--- src/hw/tcc_defs.svh ---
`ifndef TCC_DEFS_SVH
`define TCC_DEFS_SVH

// register offsets
`define TCC_OFS_INCFG        8'h31
`define TCC_OFS_SLEEP_BEGIN  8'h32
`define TCC_OFS_SLEEP_FINISH 8'h33
`define TCC_OFS_STRB_BEGIN   8'h34
`define TCC_OFS_STRB_FINISH  8'h35

// field positions in the input and clock config register, plus the top bit of the count registers
`define TCC_BIT_ISOLATE      10
`define TCC_BIT_CLAMP        5
`define TCC_DIV_HI           2
`define TCC_DIV_LO           0
`define TCC_CNT_HI           15

// reset values
`define TCC_RST_REG          24'h000000
`define TCC_RST_CNT          16'h0000
`define TCC_RST_CONNECT      1'b1
`define TCC_RST_RATIO        5'h02

`endif

--- src/hw/tcc_pkg.sv ---
package tcc_pkg;

    typedef logic [23:0] tcc_word_t;
    typedef logic [15:0] tcc_count_t;

    // register read or write request from the serial interface logic
    typedef struct packed {
        logic      wr;
        logic      rd;
        logic [7:0] addr;
        tcc_word_t wdata;
    } tcc_req_s;

    typedef enum logic [2:0] {
        TCC_DIV_2   = 3'b000,
        TCC_DIV_8   = 3'b001,
        TCC_DIV_BAD2 = 3'b010,
        TCC_DIV_12  = 3'b011,
        TCC_DIV_4   = 3'b100,
        TCC_DIV_1   = 3'b101,
        TCC_DIV_6   = 3'b110,
        TCC_DIV_BAD7 = 3'b111
    } tcc_div_e;

endpackage : tcc_pkg

--- src/hw/tcc_regs.sv ---
// Functional notes
// isolate bit 10 disconnects both photodiode inputs from the amplifier.
// while isolated, only the offset cancel current feeds the amplifier.
// while isolated, photodiode bias is switched off.
// clamp bit 5 ties amplifier inputs to common mode when amplifier off.
// bits 2..0 select external clock divider in external clock mode.
// codes map 0:2 1:8 3:12 4:4 5:1 6:6; codes 2, 7 forbidden.
// offset 32h holds 16-bit sleep window begin count, read/write.
// offset 33h holds 16-bit sleep window finish count, read/write.
// 16-bit field sets engine count where custom strobe begins.
// 16-bit field sets engine count where custom strobe ends.
// custom strobe may replace conversion-done signal on its output pin.
// strobe begin and finish fields are write-only; reads return zero.
// windows are high for begin <= count < finish.
`include "tcc_defs.svh"

module tcc_regs (
    // clock and reset
    input  wire logic             MCLK,
    input  wire logic             RST,
    // register access from the serial interface
    input  wire tcc_pkg::tcc_req_s REQ,
    output logic [23:0]           RDATA,
    // timing engine
    input  wire logic [15:0]      ENGINE_COUNT,
    input  wire logic             CONV_DONE,
    input  wire logic             STROBE_SEL,
    // analog front end controls
    output logic                  PD_POS_CONNECT,
    output logic                  PD_NEG_CONNECT,
    output logic                  PD_BIAS_EN,
    output logic                  OFFSET_CANCEL_ONLY,
    output logic                  INPUT_CLAMP_EN,
    output logic [4:0]            EXT_CLOCK_DIV_RATIO,
    output logic                  EXT_CLOCK_DIV_BAD,
    // timing outputs
    output logic                  SLEEP_WINDOW,
    output logic                  CONV_DONE_PIN
);

    ////////////////////////////////////////////////////////////////////////
    logic                photodiode_isolate_r;
    logic                pd_connect_r;
    logic                input_clamp_r;
    tcc_pkg::tcc_div_e   ext_clock_divider_sel_r;
    tcc_pkg::tcc_count_t sleep_window_begin_count_r;
    tcc_pkg::tcc_count_t sleep_window_finish_count_r;
    tcc_pkg::tcc_count_t custom_strobe_begin_count_r;
    tcc_pkg::tcc_count_t custom_strobe_finish_count_r;
    logic                strobe_r;
    logic                sleep_window_nxt;
    logic                strobe_nxt;
    logic [4:0]          ratio_nxt;
    logic [23:0]         rdata_nxt;
    logic                wr_incfg;
    logic                wr_sleep_begin;
    logic                wr_sleep_finish;
    logic                wr_strobe_begin;
    logic                wr_strobe_finish;
    tcc_pkg::tcc_count_t wr_count;

    ////////////////////////////////////////////////////////////////////////
    // one write enable per register; unknown offsets enable nothing
    always_comb begin
        wr_incfg         = REQ.wr && REQ.addr == `TCC_OFS_INCFG;
        wr_sleep_begin   = REQ.wr && REQ.addr == `TCC_OFS_SLEEP_BEGIN;
        wr_sleep_finish  = REQ.wr && REQ.addr == `TCC_OFS_SLEEP_FINISH;
        wr_strobe_begin  = REQ.wr && REQ.addr == `TCC_OFS_STRB_BEGIN;
        wr_strobe_finish = REQ.wr && REQ.addr == `TCC_OFS_STRB_FINISH;
        // upper byte of the count registers is dropped on purpose
        wr_count         = REQ.wdata[`TCC_CNT_HI:0];
    end

    always_ff @(posedge MCLK) begin
        if (RST)
            photodiode_isolate_r <= 1'b0;
        else if (wr_incfg)
            photodiode_isolate_r <= REQ.wdata[`TCC_BIT_ISOLATE];
    end

    // inverted copy so connect and bias pins leave a flip-flop directly
    always_ff @(posedge MCLK) begin
        if (RST)
            pd_connect_r <= `TCC_RST_CONNECT;
        else if (wr_incfg)
            pd_connect_r <= !REQ.wdata[`TCC_BIT_ISOLATE];
    end

    always_ff @(posedge MCLK) begin
        if (RST)
            input_clamp_r <= 1'b0;
        else if (wr_incfg)
            input_clamp_r <= REQ.wdata[`TCC_BIT_CLAMP];
    end

    always_ff @(posedge MCLK) begin
        if (RST)
            ext_clock_divider_sel_r <= tcc_pkg::TCC_DIV_2;
        else if (wr_incfg)
            ext_clock_divider_sel_r <= tcc_pkg::tcc_div_e'(
                REQ.wdata[`TCC_DIV_HI:`TCC_DIV_LO]);
    end

    always_ff @(posedge MCLK) begin
        if (RST)
            sleep_window_begin_count_r <= `TCC_RST_CNT;
        else if (wr_sleep_begin)
            sleep_window_begin_count_r <= wr_count;
    end

    always_ff @(posedge MCLK) begin
        if (RST)
            sleep_window_finish_count_r <= `TCC_RST_CNT;
        else if (wr_sleep_finish)
            sleep_window_finish_count_r <= wr_count;
    end

    always_ff @(posedge MCLK) begin
        if (RST)
            custom_strobe_begin_count_r <= `TCC_RST_CNT;
        else if (wr_strobe_begin)
            custom_strobe_begin_count_r <= wr_count;
    end

    always_ff @(posedge MCLK) begin
        if (RST)
            custom_strobe_finish_count_r <= `TCC_RST_CNT;
        else if (wr_strobe_finish)
            custom_strobe_finish_count_r <= wr_count;
    end

    ////////////////////////////////////////////////////////////////////////
    // read data registered; write-only counts read back as zero
    always_comb begin
        rdata_nxt = `TCC_RST_REG;
        unique case (REQ.addr)
            `TCC_OFS_INCFG: begin
                rdata_nxt[`TCC_BIT_CLAMP] = input_clamp_r;
                rdata_nxt[`TCC_DIV_HI:`TCC_DIV_LO] =
                    ext_clock_divider_sel_r;
            end
            `TCC_OFS_SLEEP_BEGIN:
                rdata_nxt[`TCC_CNT_HI:0] = sleep_window_begin_count_r;
            `TCC_OFS_SLEEP_FINISH:
                rdata_nxt[`TCC_CNT_HI:0] = sleep_window_finish_count_r;
            default: rdata_nxt = `TCC_RST_REG;
        endcase
    end

    always_ff @(posedge MCLK) begin
        if (RST)
            RDATA <= `TCC_RST_REG;
        else if (REQ.rd)
            RDATA <= rdata_nxt;
    end

    ////////////////////////////////////////////////////////////////////////
    // illegal codes fall back to divide-by-1 and raise a flag
    always_comb begin
        unique case (ext_clock_divider_sel_r)
            tcc_pkg::TCC_DIV_2:  ratio_nxt = 5'h02;
            tcc_pkg::TCC_DIV_8:  ratio_nxt = 5'h08;
            tcc_pkg::TCC_DIV_12: ratio_nxt = 5'h0c;
            tcc_pkg::TCC_DIV_4:  ratio_nxt = 5'h04;
            tcc_pkg::TCC_DIV_1:  ratio_nxt = 5'h01;
            tcc_pkg::TCC_DIV_6:  ratio_nxt = 5'h06;
            default:             ratio_nxt = 5'h01;
        endcase
    end

    always_ff @(posedge MCLK) begin
        if (RST)
            EXT_CLOCK_DIV_RATIO <= `TCC_RST_RATIO;
        else
            EXT_CLOCK_DIV_RATIO <= ratio_nxt;
    end

    // flag lets firmware spot a forbidden code that the decode hides
    always_ff @(posedge MCLK) begin
        if (RST)
            EXT_CLOCK_DIV_BAD <= 1'b0;
        else
            EXT_CLOCK_DIV_BAD <=
                ext_clock_divider_sel_r == tcc_pkg::TCC_DIV_BAD2 ||
                ext_clock_divider_sel_r == tcc_pkg::TCC_DIV_BAD7;
    end

    ////////////////////////////////////////////////////////////////////////
    assign PD_POS_CONNECT     = pd_connect_r;
    assign PD_NEG_CONNECT     = pd_connect_r;
    assign OFFSET_CANCEL_ONLY = photodiode_isolate_r;
    assign PD_BIAS_EN         = pd_connect_r;
    assign INPUT_CLAMP_EN     = input_clamp_r;

    ////////////////////////////////////////////////////////////////////////
    // windows registered so pins stay glitch free across counter steps
    // begin inclusive, finish exclusive; begin >= finish never opens
    always_comb begin
        sleep_window_nxt = ENGINE_COUNT >= sleep_window_begin_count_r &&
                           ENGINE_COUNT < sleep_window_finish_count_r;
        strobe_nxt       = ENGINE_COUNT >= custom_strobe_begin_count_r &&
                           ENGINE_COUNT < custom_strobe_finish_count_r;
    end

    always_ff @(posedge MCLK) begin
        if (RST)
            SLEEP_WINDOW <= 1'b0;
        else
            SLEEP_WINDOW <= sleep_window_nxt;
    end

    always_ff @(posedge MCLK) begin
        if (RST)
            strobe_r <= 1'b0;
        else
            strobe_r <= strobe_nxt;
    end

    always_ff @(posedge MCLK) begin
        if (RST)
            CONV_DONE_PIN <= 1'b0;
        else
            CONV_DONE_PIN <= STROBE_SEL ? strobe_r : CONV_DONE;
    end

endmodule : tcc_regs

--- config.mk ---
export PLATFORM = sky130hd
export DESIGN_NAME = tcc_regs
export DESIGN_NICKNAME = d
export VERILOG_FILES = /design/src/hw/tcc_pkg.sv /design/src/hw/tcc_regs.sv
export VERILOG_INCLUDE_DIRS = /design/src /design/src/hw
export SDC_FILE = /design/constraint.sdc
export NUM_CORES = 1
export LEC_CHECK = 0
export ABC_CLOCK_PERIOD_IN_PS = 2600
export BUFFER_PORTS_ARGS = -buffer_cell sky130_fd_sc_hd__buf_4
export CAP_MARGIN = 20
export CELL_PAD_IN_SITES_DETAIL_PLACEMENT = 1
export CELL_PAD_IN_SITES_GLOBAL_PLACEMENT = 1
export CORE_MARGIN = 2
export CORE_UTILIZATION = 45
export DETAILED_ROUTE_END_ITERATION = 6
export GPL_ROUTABILITY_DRIVEN = 1
export PLACE_DENSITY_LB_ADDON = 0.15
export SLEW_MARGIN = 5
export SYNTH_ARGS = -nofsm -noshare
export SYNTH_HDL_FRONTEND = slang
export SYNTH_SLANG_ARGS = --single-unit
--- constraint.sdc ---
create_clock -name MCLK -period 2.6 [get_ports MCLK]
set_input_delay 0.13 -clock MCLK [delete_from_list [all_inputs] [get_ports MCLK]]
set_output_delay 0.13 -clock MCLK [all_outputs]
set_load 0.05 [all_outputs]
-- After elaboration in Yosys (flattened, before gate mapping)
Index checks and enable logic that the tools add are counted.
- output and inout port bits: 37
- memories: 0
- flip-flop bits (word level): 95
- bits of input ports: 54
- memory bits (read-only): 0
- bits in latches: 0
- logic and storage cells: 45
- bits in writable memories: 0
- reductions and logical operators: 10
- order comparisons: 4
- add/sub/neg operators: 0
- shift operators: 0
- multipliers: 0
- div/mod/pow operators: 0
- multiplexer cells: 6
- equality and inequality tests: 11
- bitwise gates (word level): 0
- operator list (kind ; count):
    equality test 8 x 6 -> 1 bit (second input constant) ; 5
    >= comparator 16 bit ; 2
    less-than comparator 16 bit ; 2
    case mux 10 bit (2 select lines) ; 1
    case mux 4 bit (5 select lines) ; 1
    equality test 3 bit (second input constant) ; 3
    case mux 3 bit (3 select lines) ; 1
    logical AND 1 bit ; 7
    equality test 3 x 2 -> 1 bit (second input constant) ; 2
    case mux 2 bit (2 select lines) ; 1
    equality test 3 x 1 -> 1 bit (second input constant) ; 1
    logical NOT 3 bit ; 1
    case mux 1 bit (3 select lines) ; 1
    logical NOT 1 bit ; 1
    logical OR 1 bit ; 1
    two-way mux 1 bit ; 1

-- Depth between registers and ports, before layout
Gate-level depths: netlist of the first run.
- word-level depth: 2
- gate-level depth with buffers: 7

-- Worst setup path after synthesis of the first run
No wires, ideal clock.
- path type: flip-flop to flip-flop
- from: register sleep_window_begin_count_r[7]
- to: register SLEEP_WINDOW
- setup time: 92 ps
- buffers on the path: 0
- stages on the path, launching flop included: 8
- arrival: 1465 ps
- data required time: 2508 ps
- path slack: 1043 ps
- clock period less this slack: 1557 ps
- cell sequence: dfxtp_1 inv_1 ha_1 and4_1 o21ai_0 o41ai_1 nor4_1 nor4_1
- word-level cells in the longest chain between the ends: 2
- ends and longest elaborated chain (what ; RTL line ; source):
    start: declaration ; tcc_regs.sv:46 ; tcc_pkg::tcc_count_t sleep_window_begin_count_r;
    start signal: assignment ; tcc_regs.sv:106 ; sleep_window_begin_count_r <= `TCC_RST_CNT;
    start signal: assignment ; tcc_regs.sv:108 ; sleep_window_begin_count_r <= wr_count;
    >= comparator 16 bit ; tcc_regs.sv:199 ; sleep_window_nxt = ENGINE_COUNT >= sleep_window_begin_count_r &&
    logical AND 1 bit ; tcc_regs.sv:199 ;
    end signal: assignment ; tcc_regs.sv:209 ; SLEEP_WINDOW <= sleep_window_nxt;
    end: declaration ; tcc_regs.sv:37 ; output logic SLEEP_WINDOW,
Every way passes these cells.
A chain may end at the register's enable or synchronous reset.

-- Worst setup path in the final report of the first run
- from: register sleep_window_begin_count_r[0]
- to: register SLEEP_WINDOW
Same word-level chain as after synthesis.

==> flow_summary.yaml, run 1 <==
run_status:
  status: "completed"
sta:
  finalSetupTns_ns: 0
  setup_slack_ns: 0.590
  finalSetupViolCount: 0
  max_freq_mhz: 497
  finalClockSkew_ns: 0.00587
  layout_min_cycle_time_ns: 2.01
  hold_violations: 0
  timing.final.crit_share: 0.773
  holdWs_ns: 0.0130
  rsz0062_at_grt: "no"
  slew_violations: 0
  slew_headroom: 0.397
  worstMarginPinSlew_ns: 0.905
setup_path:
  cp_slowest_cell: "a2111oi_0"
  regToRegStartpoint: "sleep_window_begin_count_r[0]"
  cp-endpoint: "SLEEP_WINDOW"
  max_stage_delay_ns: 0.73
  crit_arrival_ns: 2.24
  rr_worst_depth: 6
  critPathLaunchType: "register"
  crit_type: "reg -> reg"
  crit_top_cell: "nor4_1"
  required_ns: 2.83
  timing.rr.end: "SLEEP_WINDOW"
  cp_num_buf_inv: 0
  path_depth: 6
  crit_chain: "ha_1 > nand2b_1 > a2111oi_0 > o41ai_1 > nor4_1 > nor4_1"
  critPathCaptureType: "register"
  worstPathMaxFanout: 3
  r2r_slack_ns: 0.59
  cp_top_family: "compound AO/OA/AOI/OAI gates"
  crit_start: "sleep_window_begin_count_r[0]"
final_layout:
  final_cells: 810
  fin_nets: 781
  area_growth_pct: 17.8
  final_cell_mix: "94 x dfxtp_1, 87 x nand2_1, 79 x buf_4, 62 x ha_1, 61 x inv_1"
  n_antenna_cell: 0
  layout_commonest_cell: "dfxtp_1"
  drive_gt1_frac: 0.148
flow_run:
  drv_cap: 0
clock_tree:
  cts_buffer_depth: 2
  cts_resized: 0
  path_clk_slew_ns: 0.07
  post_cts_buffers: 0
  clock_sinks: 94
  worstSkewPairLatency_ns: 0.35
  cts-root-buf: "clkbuf_16"
  cts_made_buffers: 9
  holdBufCountCts: 0
  htree_levels: 3
  cts_tree: "done"
placed_design:
  port_buffers: 73
  post-dp-hpwl_mm: 10.7
  place_congestion: 0.917
  place_ws_ns: 0.614
  dp_cells: 794
synth:
  synth-seq-area-share: 0.368
  synth_area_leaders: "dfxtp_1 37%, ha_1 15%, mux2i_1 9.8%, nand2_1 6.4%, a21oi_1 5.4%"
  netlist_area_um2: 5110
  synth_ff_type: "dfxtp_1"
  yosysUniqueCellTypes: 46
  netlist_instances: 601
  avgSynthCellArea_um2: 8.51
  synth_largest_area_cell: "dfxtp_1"
  ys_ff_latch: 94
  synthArstFlopShare: 0
  ys.warnings.count: 0
  synth-edff-count: 0
  yosysTopAreaCellShare: 0.368
global_routing:
  grt_max_degree: 85
  grt_usage: 0.241
  grt_pass1_wl_mm: 23.5
  overflow: 0
  grt_pass1_vias: 4645
  antenna_found_initial: 0
detailed_routing:
  ant_nets: 0
  viasPerCell: 5.37
  routedWlPerCell_um: 17.6
  vias: 4348
  post-route-drc-count: 0
  first_pass_iters: 5
  totalWireLength_mm: 14.3
  drtIter0Drc: 142
floorplanning:
  ios: 91
  die_area_um2: 12200
  placementRows: 38
  initial_core_util: 0.465
  core_area_um2: 11000
  dieHeight_um: 111
  die_w_um: 111
power_and_ir_drop:
  power_leakage_uw: 0.00263
  p_per_area_nw_per_um2: 528
  ir_drop_mv: 0.380
min_path:
  hold_class: "in -> reg"
## registers in the layout (all words and copies together), names as in the netlist, 3 cells and up
name,cells
RDATA,16
custom_strobe_begin_count_r,16
custom_strobe_finish_count_r,16
sleep_window_begin_count_r,16
sleep_window_finish_count_r,16
EXT_CLOCK_DIV_RATIO,4
ext_clock_divider_sel_r,3
## per-layer routing
metal	vias to the layer above	global-route usage	wire length, um
met5	-	0	0
met4	0	0.0842	301
met3	20	0.0368	403
met2	72	0.441	7370
met1	2100	0.284	6190
li1	2156	-	-
## how the worst min path moves through the flow
stage,start,to,slack [ns],cells past startpoint
finish,CONV_DONE,CONV_DONE_PIN,0.01,3
floorplan,REQ[1],sleep_window_begin_count_r[1],0.27,2
CTS,CONV_DONE,CONV_DONE_PIN,0.01,3
global route,CONV_DONE,CONV_DONE_PIN,0.02,3
global placement,CONV_DONE,CONV_DONE_PIN,0.37,3
detailed placement,CONV_DONE,CONV_DONE_PIN,0.38,3
## cell type report
type / count / area [um2]
clock buffer: 12 / 246
inverter: 62 / 233
fill: 1308 / 4960
multi-input combinational: 419 / 2830
timing repair buffer: 79 / 593
tap: 140 / 175
sequential: 94 / 1880
clock inverter: 4 / 70.1
## power breakdown
group | leakage (uW) | total (uW) | switching (uW) | internal, uW
Clock | 0.000157 | 1430 | 561 | 867
Sequential | 0.000757 | 1450 | 2.12 | 1440
Combinational | 0.00172 | 308 | 192 | 116
Total | 0.00263 | 3180 | 754 | 2430
## cells in the mapped netlist, drive strengths merged, types with 5 or more instances
| master | instances |
|---|---|
| dfxtp | 94 |
| nand2 | 87 |
| ha | 62 |
| inv | 62 |
| a21oi | 55 |
| mux2i | 50 |
| nor2 | 50 |
| buf | 22 |
| o21ai | 19 |
| clkbuf | 12 |
| nand3 | 12 |
| nand4 | 10 |
| a21o | 8 |
| nor2b | 7 |
| nor4 | 5 |
## cell families after synthesis
logic type	after synthesis	synth area share
buffers and inverters	96	0.0852
xor gates and xnor gates	1	0.00171
DFF	94	0.368
and+or+nand+nor	191	0.171
other	1	0.000734
adders and majority gates	62	0.152
muxes	51	0.100
AOI/OAI and AO/OA	105	0.122
## worst min-delay path: cells and delay by family
family | cells | cell delay (ns)
multiplexers | 1 | 0.05
buffers and inverters | 1 | 0.08
AND/OR/NAND/NOR | 1 | 0.07
## through the flow
stage | power, uW | util | cell area (um2)
finish | 3180 | 0.549 | 6020
global route | 3300 | 0.549 | 6020
CTS | 3200 | 0.549 | 6020
detailed placement | 1780 | 0.520 | 5710
global placement | 1770 | 0.520 | 5710
floorplan | 1650 | - | 5140
(Power assumes the default switching activity.)
==> run 2, diff against run 1 <==
ABC_CLOCK_PERIOD_IN_PS = 1930   (was 2600)
CORE_UTILIZATION = 42   (was 45)
clock period = 1.93 ns   (was 2.6 ns; I/O delays follow)
==> flow_summary.yaml, run 2 (synthesis gave the netlist of run 1 again) <==
sta:
  max_freq_mhz: 558
  slew_violations: 0
  finalSetupTns_ns: 0
  layout_min_cycle_time_ns: 1.79
  finalClockSkew_ns: 0.00469
  hold_violations: 0
  timing.final.crit_share: 0.929
  slew_headroom: 0.611
  rsz0062_at_grt: "no"
  worstMarginPinSlew_ns: 0.577
  finalSetupViolCount: 0
detailed_routing:
  routedWlPerCell_um: 17.6
  post-route-drc-count: 0
  first_pass_iters: 4
  totalWireLength_mm: 14.5
  ant_nets: 0
  vias: 4356
  drtIter0Drc: 156
  viasPerCell: 5.29
global_routing:
  overflow: 0
  grt_usage: 0.236
  grt_pass1_wl_mm: 23.5
  grt_pass1_vias: 4598
  antenna_found_initial: 0
  grt_max_degree: 53
final_layout:
  fin_area_um2: 6080
  drive_gt1_frac: 0.155
  final_cell_mix: "94 x dfxtp_1, 87 x nand2_1, 84 x buf_4, 62 x ha_1, 61 x inv_1"
  fill_cells: 1471
  fin_nets: 787
  area_growth_pct: 18.8
  layout_commonest_cell: "dfxtp_1"
  n_antenna_cell: 0
floorplanning:
  ios: 91
  core_area_um2: 12000
  placementRows: 40
  dieHeight_um: 114
  die_area_um2: 13100
  die_w_um: 114
  initial_core_util: 0.427
clock_tree:
  post_cts_buffers: 0
  cts-root-buf: "clkbuf_16"
  htree_levels: 3
  worstSkewPairLatency_ns: 0.35
  cts_buffer_depth: 2
  clock_sinks: 94
  cts_made_buffers: 9
  cts_tree: "done"
  path_clk_slew_ns: 0.06
setup_path:
  critPathCaptureType: "register"
  critPathLaunchType: "register"
  worstPathMaxFanout: 3
  crit_arrival_ns: 2.02
  crit_type: "reg -> reg"
  required_ns: 2.16
  rr_worst_depth: 7
min_path:
  hold_class: "in -> reg"
  min_path_cells: 3
power_and_ir_drop:
  power_leakage_uw: 0.00265
  ir_drop_mv: 0.354
  p_per_area_nw_per_um2: 679
placed_design:
  place_congestion: 0.934
  postPlaceCellArea_um2: 5750
  port_buffers: 73
  post-dp-hpwl_mm: 11.0
run_status:
  status: "completed"
flow_run:
  drv_cap: 0
==> run 2: changes by cell type in the layout (fill, tap and decap cells not counted), sizes merged <==
cell,before,now
dlygate4sd3,0,1
bufinv,2,1
clkinvlp,0,1
buf,79,84
==> run 2: final timing paths <==
check / start / endpoint / slack (ns)
max: sleep_window_begin_count_r[0] / SLEEP_WINDOW / 0.14
min: REQ[4] / custom_strobe_finish_count_r[4] / 0.02
max reg2reg: sleep_window_begin_count_r[0] / SLEEP_WINDOW / 0.14
min reg2reg: sleep_window_begin_count_r[2] / sleep_window_begin_count_r[2] / 0.45
==> run 2: stage by stage <==
stage,cells,util,setup WS (ns),hold WS [ns],total power (uW)
2_1_floorplan,609,-,0.373,0.232,2230
3_3_place_gp,806,0.481,0.127,0.329,2390
3_5_place_dp,806,0.481,-0.000896,0.367,2410
4_1_cts,823,0.506,0.0392,0.0102,4170
5_1_grt,823,0.508,0.00894,0.0285,4290
6_report,823,0.508,0.137,0.0171,4120
==> run 2: final cells by class <==
cell class	instances	area, um2	area share
Multi-Input combinational cell	419	2850	0.470
Sequential cell	94	1880	0.310
Timing Repair Buffer	85	641	0.105
Clock buffer	12	236	0.0389
Inverter	62	233	0.0383
Tap cell	147	184	0.0303
Clock inverter	4	47.5	0.00783
==> run 2: power breakdown <==
| part | total (uW) | internal (uW) | switching, uW |
|---|---|---|---|
| clock | 1750 | 1000 | 749 |
| combinational | 427 | 165 | 261 |
| sequential | 1950 | 1940 | 3.06 |
| total | 4120 | 3110 | 1010 |
==> run 2: worst max-delay path, cell delays in order, from the launching register on <==
cell and delay, ns:
dfxtp_1 0.37, ha_1 0.24, nand2b_1 0.19, a2111oi_4 0.38, buf_4 0.18, o41ai_2 0.06, nor4_1 0.17, nor4_1 0.09
==> run 2: repair_timing <==
item	in CTS	in global routing
pin swaps	0	2
resized for setup	1	4
setup endpoints to repair	1	2
hold buffers	1	0
hold endpoints to repair	1	0
==> run 2: per-layer routing <==
metal | part of all wire | vias to the layer above | wire length [um] | track usage
li1 | - | 2162 | - | -
met1 | 0.42 | 2115 | 6120 | 0.273
met2 | 0.53 | 62 | 7640 | 0.437
met3 | 0.026 | 17 | 375 | 0.0344
met4 | 0.023 | 0 | 329 | 0.0927
met5 | 0 | - | 0 | 0
==> run 3, diff against run 2 <==
HOLD_SLACK_MARGIN = 0.05   (was unset)
==> flow_summary.yaml, run 3 (synthesis gave the netlist of run 1 again) <==
run_status:
  status: "completed"
floorplanning:
  placementRows: 40
  dieHeight_um: 114
  die_area_um2: 13100
  initial_core_util: 0.427
  die_w_um: 114
  ios: 91
  core_area_um2: 12000
detailed_routing:
  drtIter0Drc: 141
  routedWlPerCell_um: 17.4
  viasPerCell: 5.24
  vias: 4394
  totalWireLength_mm: 14.6
  post-route-drc-count: 0
  ant_nets: 0
  first_pass_iters: 4
sta:
  finalSetupViolCount: 0
  timing.final.crit_share: 0.927
  slew_headroom: 0.607
  setup_slack_ns: 0.140
  finalClockSkew_ns: 0.00334
  max_freq_mhz: 559
  rsz0062_at_grt: "no"
  slew_violations: 0
  worstMarginPinSlew_ns: 0.582
  layout_min_cycle_time_ns: 1.79
  hold_violations: 0
final_layout:
  layout_commonest_cell: "dfxtp_1"
  multi_input_area_um2: 2850
  regArea_um2: 1880
  area_growth_pct: 21.8
  final_cell_mix: "94 x dfxtp_1, 87 x nand2_1, 84 x buf_4, 62 x ha_1, 61 x inv_1"
  n_antenna_cell: 0
  fill_cells: 1455
  fin_nets: 802
  drive_gt1_frac: 0.152
global_routing:
  grt_usage: 0.238
  overflow: 0
  antenna_found_initial: 0
  grt_pass1_wl_mm: 23.7
  grt_max_degree: 53
  grt_pass1_vias: 4678
power_and_ir_drop:
  power_frac_seq: 0.470
  power.switching_uw: 1010
  pwr-share-clk: 0.421
  p_total_uw: 4140
  power_switching_share: 0.244
  power_leakage_uw: 0.00271
  pwr-share-comb: 0.109
  intPower_uw: 3130
  p_per_area_nw_per_um2: 666
  ir_drop_mv: 0.353
setup_path:
  r2r_slack_ns: 0.14
  required_ns: 2.16
  crit_type: "reg -> reg"
  rr_worst_depth: 7
  crit_arrival_ns: 2.02
  critPathLaunchType: "register"
  critPathCaptureType: "register"
  worstPathMaxFanout: 3
placed_design:
  port_buffers: 73
  place_ws_ns: -0.000896
  post-dp-hpwl_mm: 11.0
  place_congestion: 0.934
clock_tree:
  cts_made_buffers: 9
  worstSkewPairLatency_ns: 0.35
  cts-root-buf: "clkbuf_16"
  cts_buffer_depth: 2
  htree_levels: 3
  path_clk_slew_ns: 0.06
  cts_tree: "done"
  clock_sinks: 94
min_path:
  min_path_cells: 3
  hold_class: "in -> reg"
flow_run:
  drv_cap: 0
[run 3: changes by cell type in the layout (fill, tap and decap cells not counted)]
cell	delta
dlygate4sd3_1	+15
[run 3: repair_timing]
action	4_1_cts	5_1_grt
pin swaps	0	2
buffers inserted	0	0
gates cloned	0	0
setup endpoints to repair	1	2
endpoints found under the hold margin	56	0
resized for setup	1	4
hold buffers	16	0
[run 3: final cells by class]
type / instances / area share
Sequential cell: 94 / 0.302
Clock inverter: 4 / 0.00764
Multi-Input combinational cell: 419 / 0.458
Inverter: 62 / 0.0374
Timing Repair Buffer: 100 / 0.127
Clock buffer: 12 / 0.0380
Tap cell: 147 / 0.0295
[run 3: path summary, 6_finish.rpt]
kind | startpoint | end
worst max-delay path | sleep_window_begin_count_r[0] | SLEEP_WINDOW
worst min-delay path | REQ[12] | sleep_window_finish_count_r[12]
worst max register to register | sleep_window_begin_count_r[0] | SLEEP_WINDOW
worst min register to register | sleep_window_begin_count_r[2] | sleep_window_begin_count_r[2]
[run 3: per-layer routing]
layer,vias up,track usage,routed length [um]
met4,0,0.0967,348
met2,65,0.440,7760
met1,2117,0.273,6080
li1,2195,-,-
met5,-,0,0
met3,17,0.0365,415
[run 3: per-stage QoR]
stage / hold WS, ns / utilization / area, um2 / TNS [ns] / cells
floorplan: 0.232 / - / 5140 / 0 / 609
global route: 0.0739 / 0.521 / 6230 / 0 / 838
finish: 0.0595 / 0.521 / 6230 / 0 / 838
detailed placement: 0.367 / 0.481 / 5750 / -0.000896 / 806
CTS: 0.0527 / 0.518 / 6200 / 0 / 838
global placement: 0.329 / 0.481 / 5750 / 0 / 806
[run 3: worst max-delay path, cell delays in order, from the launching register on]
cell and delay (ns):
dfxtp_1 0.36, ha_1 0.24, nand2b_1 0.20, a2111oi_4 0.37, buf_4 0.17, o41ai_2 0.06, nor4_1 0.17, nor4_1 0.09
[run 3: power groups by stage]
stage | Sequential [uW] | Combinational, uW | Clock, uW
final | 1950 | 452 | 1750
after global routing | 1950 | 502 | 1870
after CTS | 1950 | 450 | 1800
after detailed placement | 1990 | 419 | 0
after global placement | 1990 | 401 | 0
after floorplan | 2000 | 229 | 0
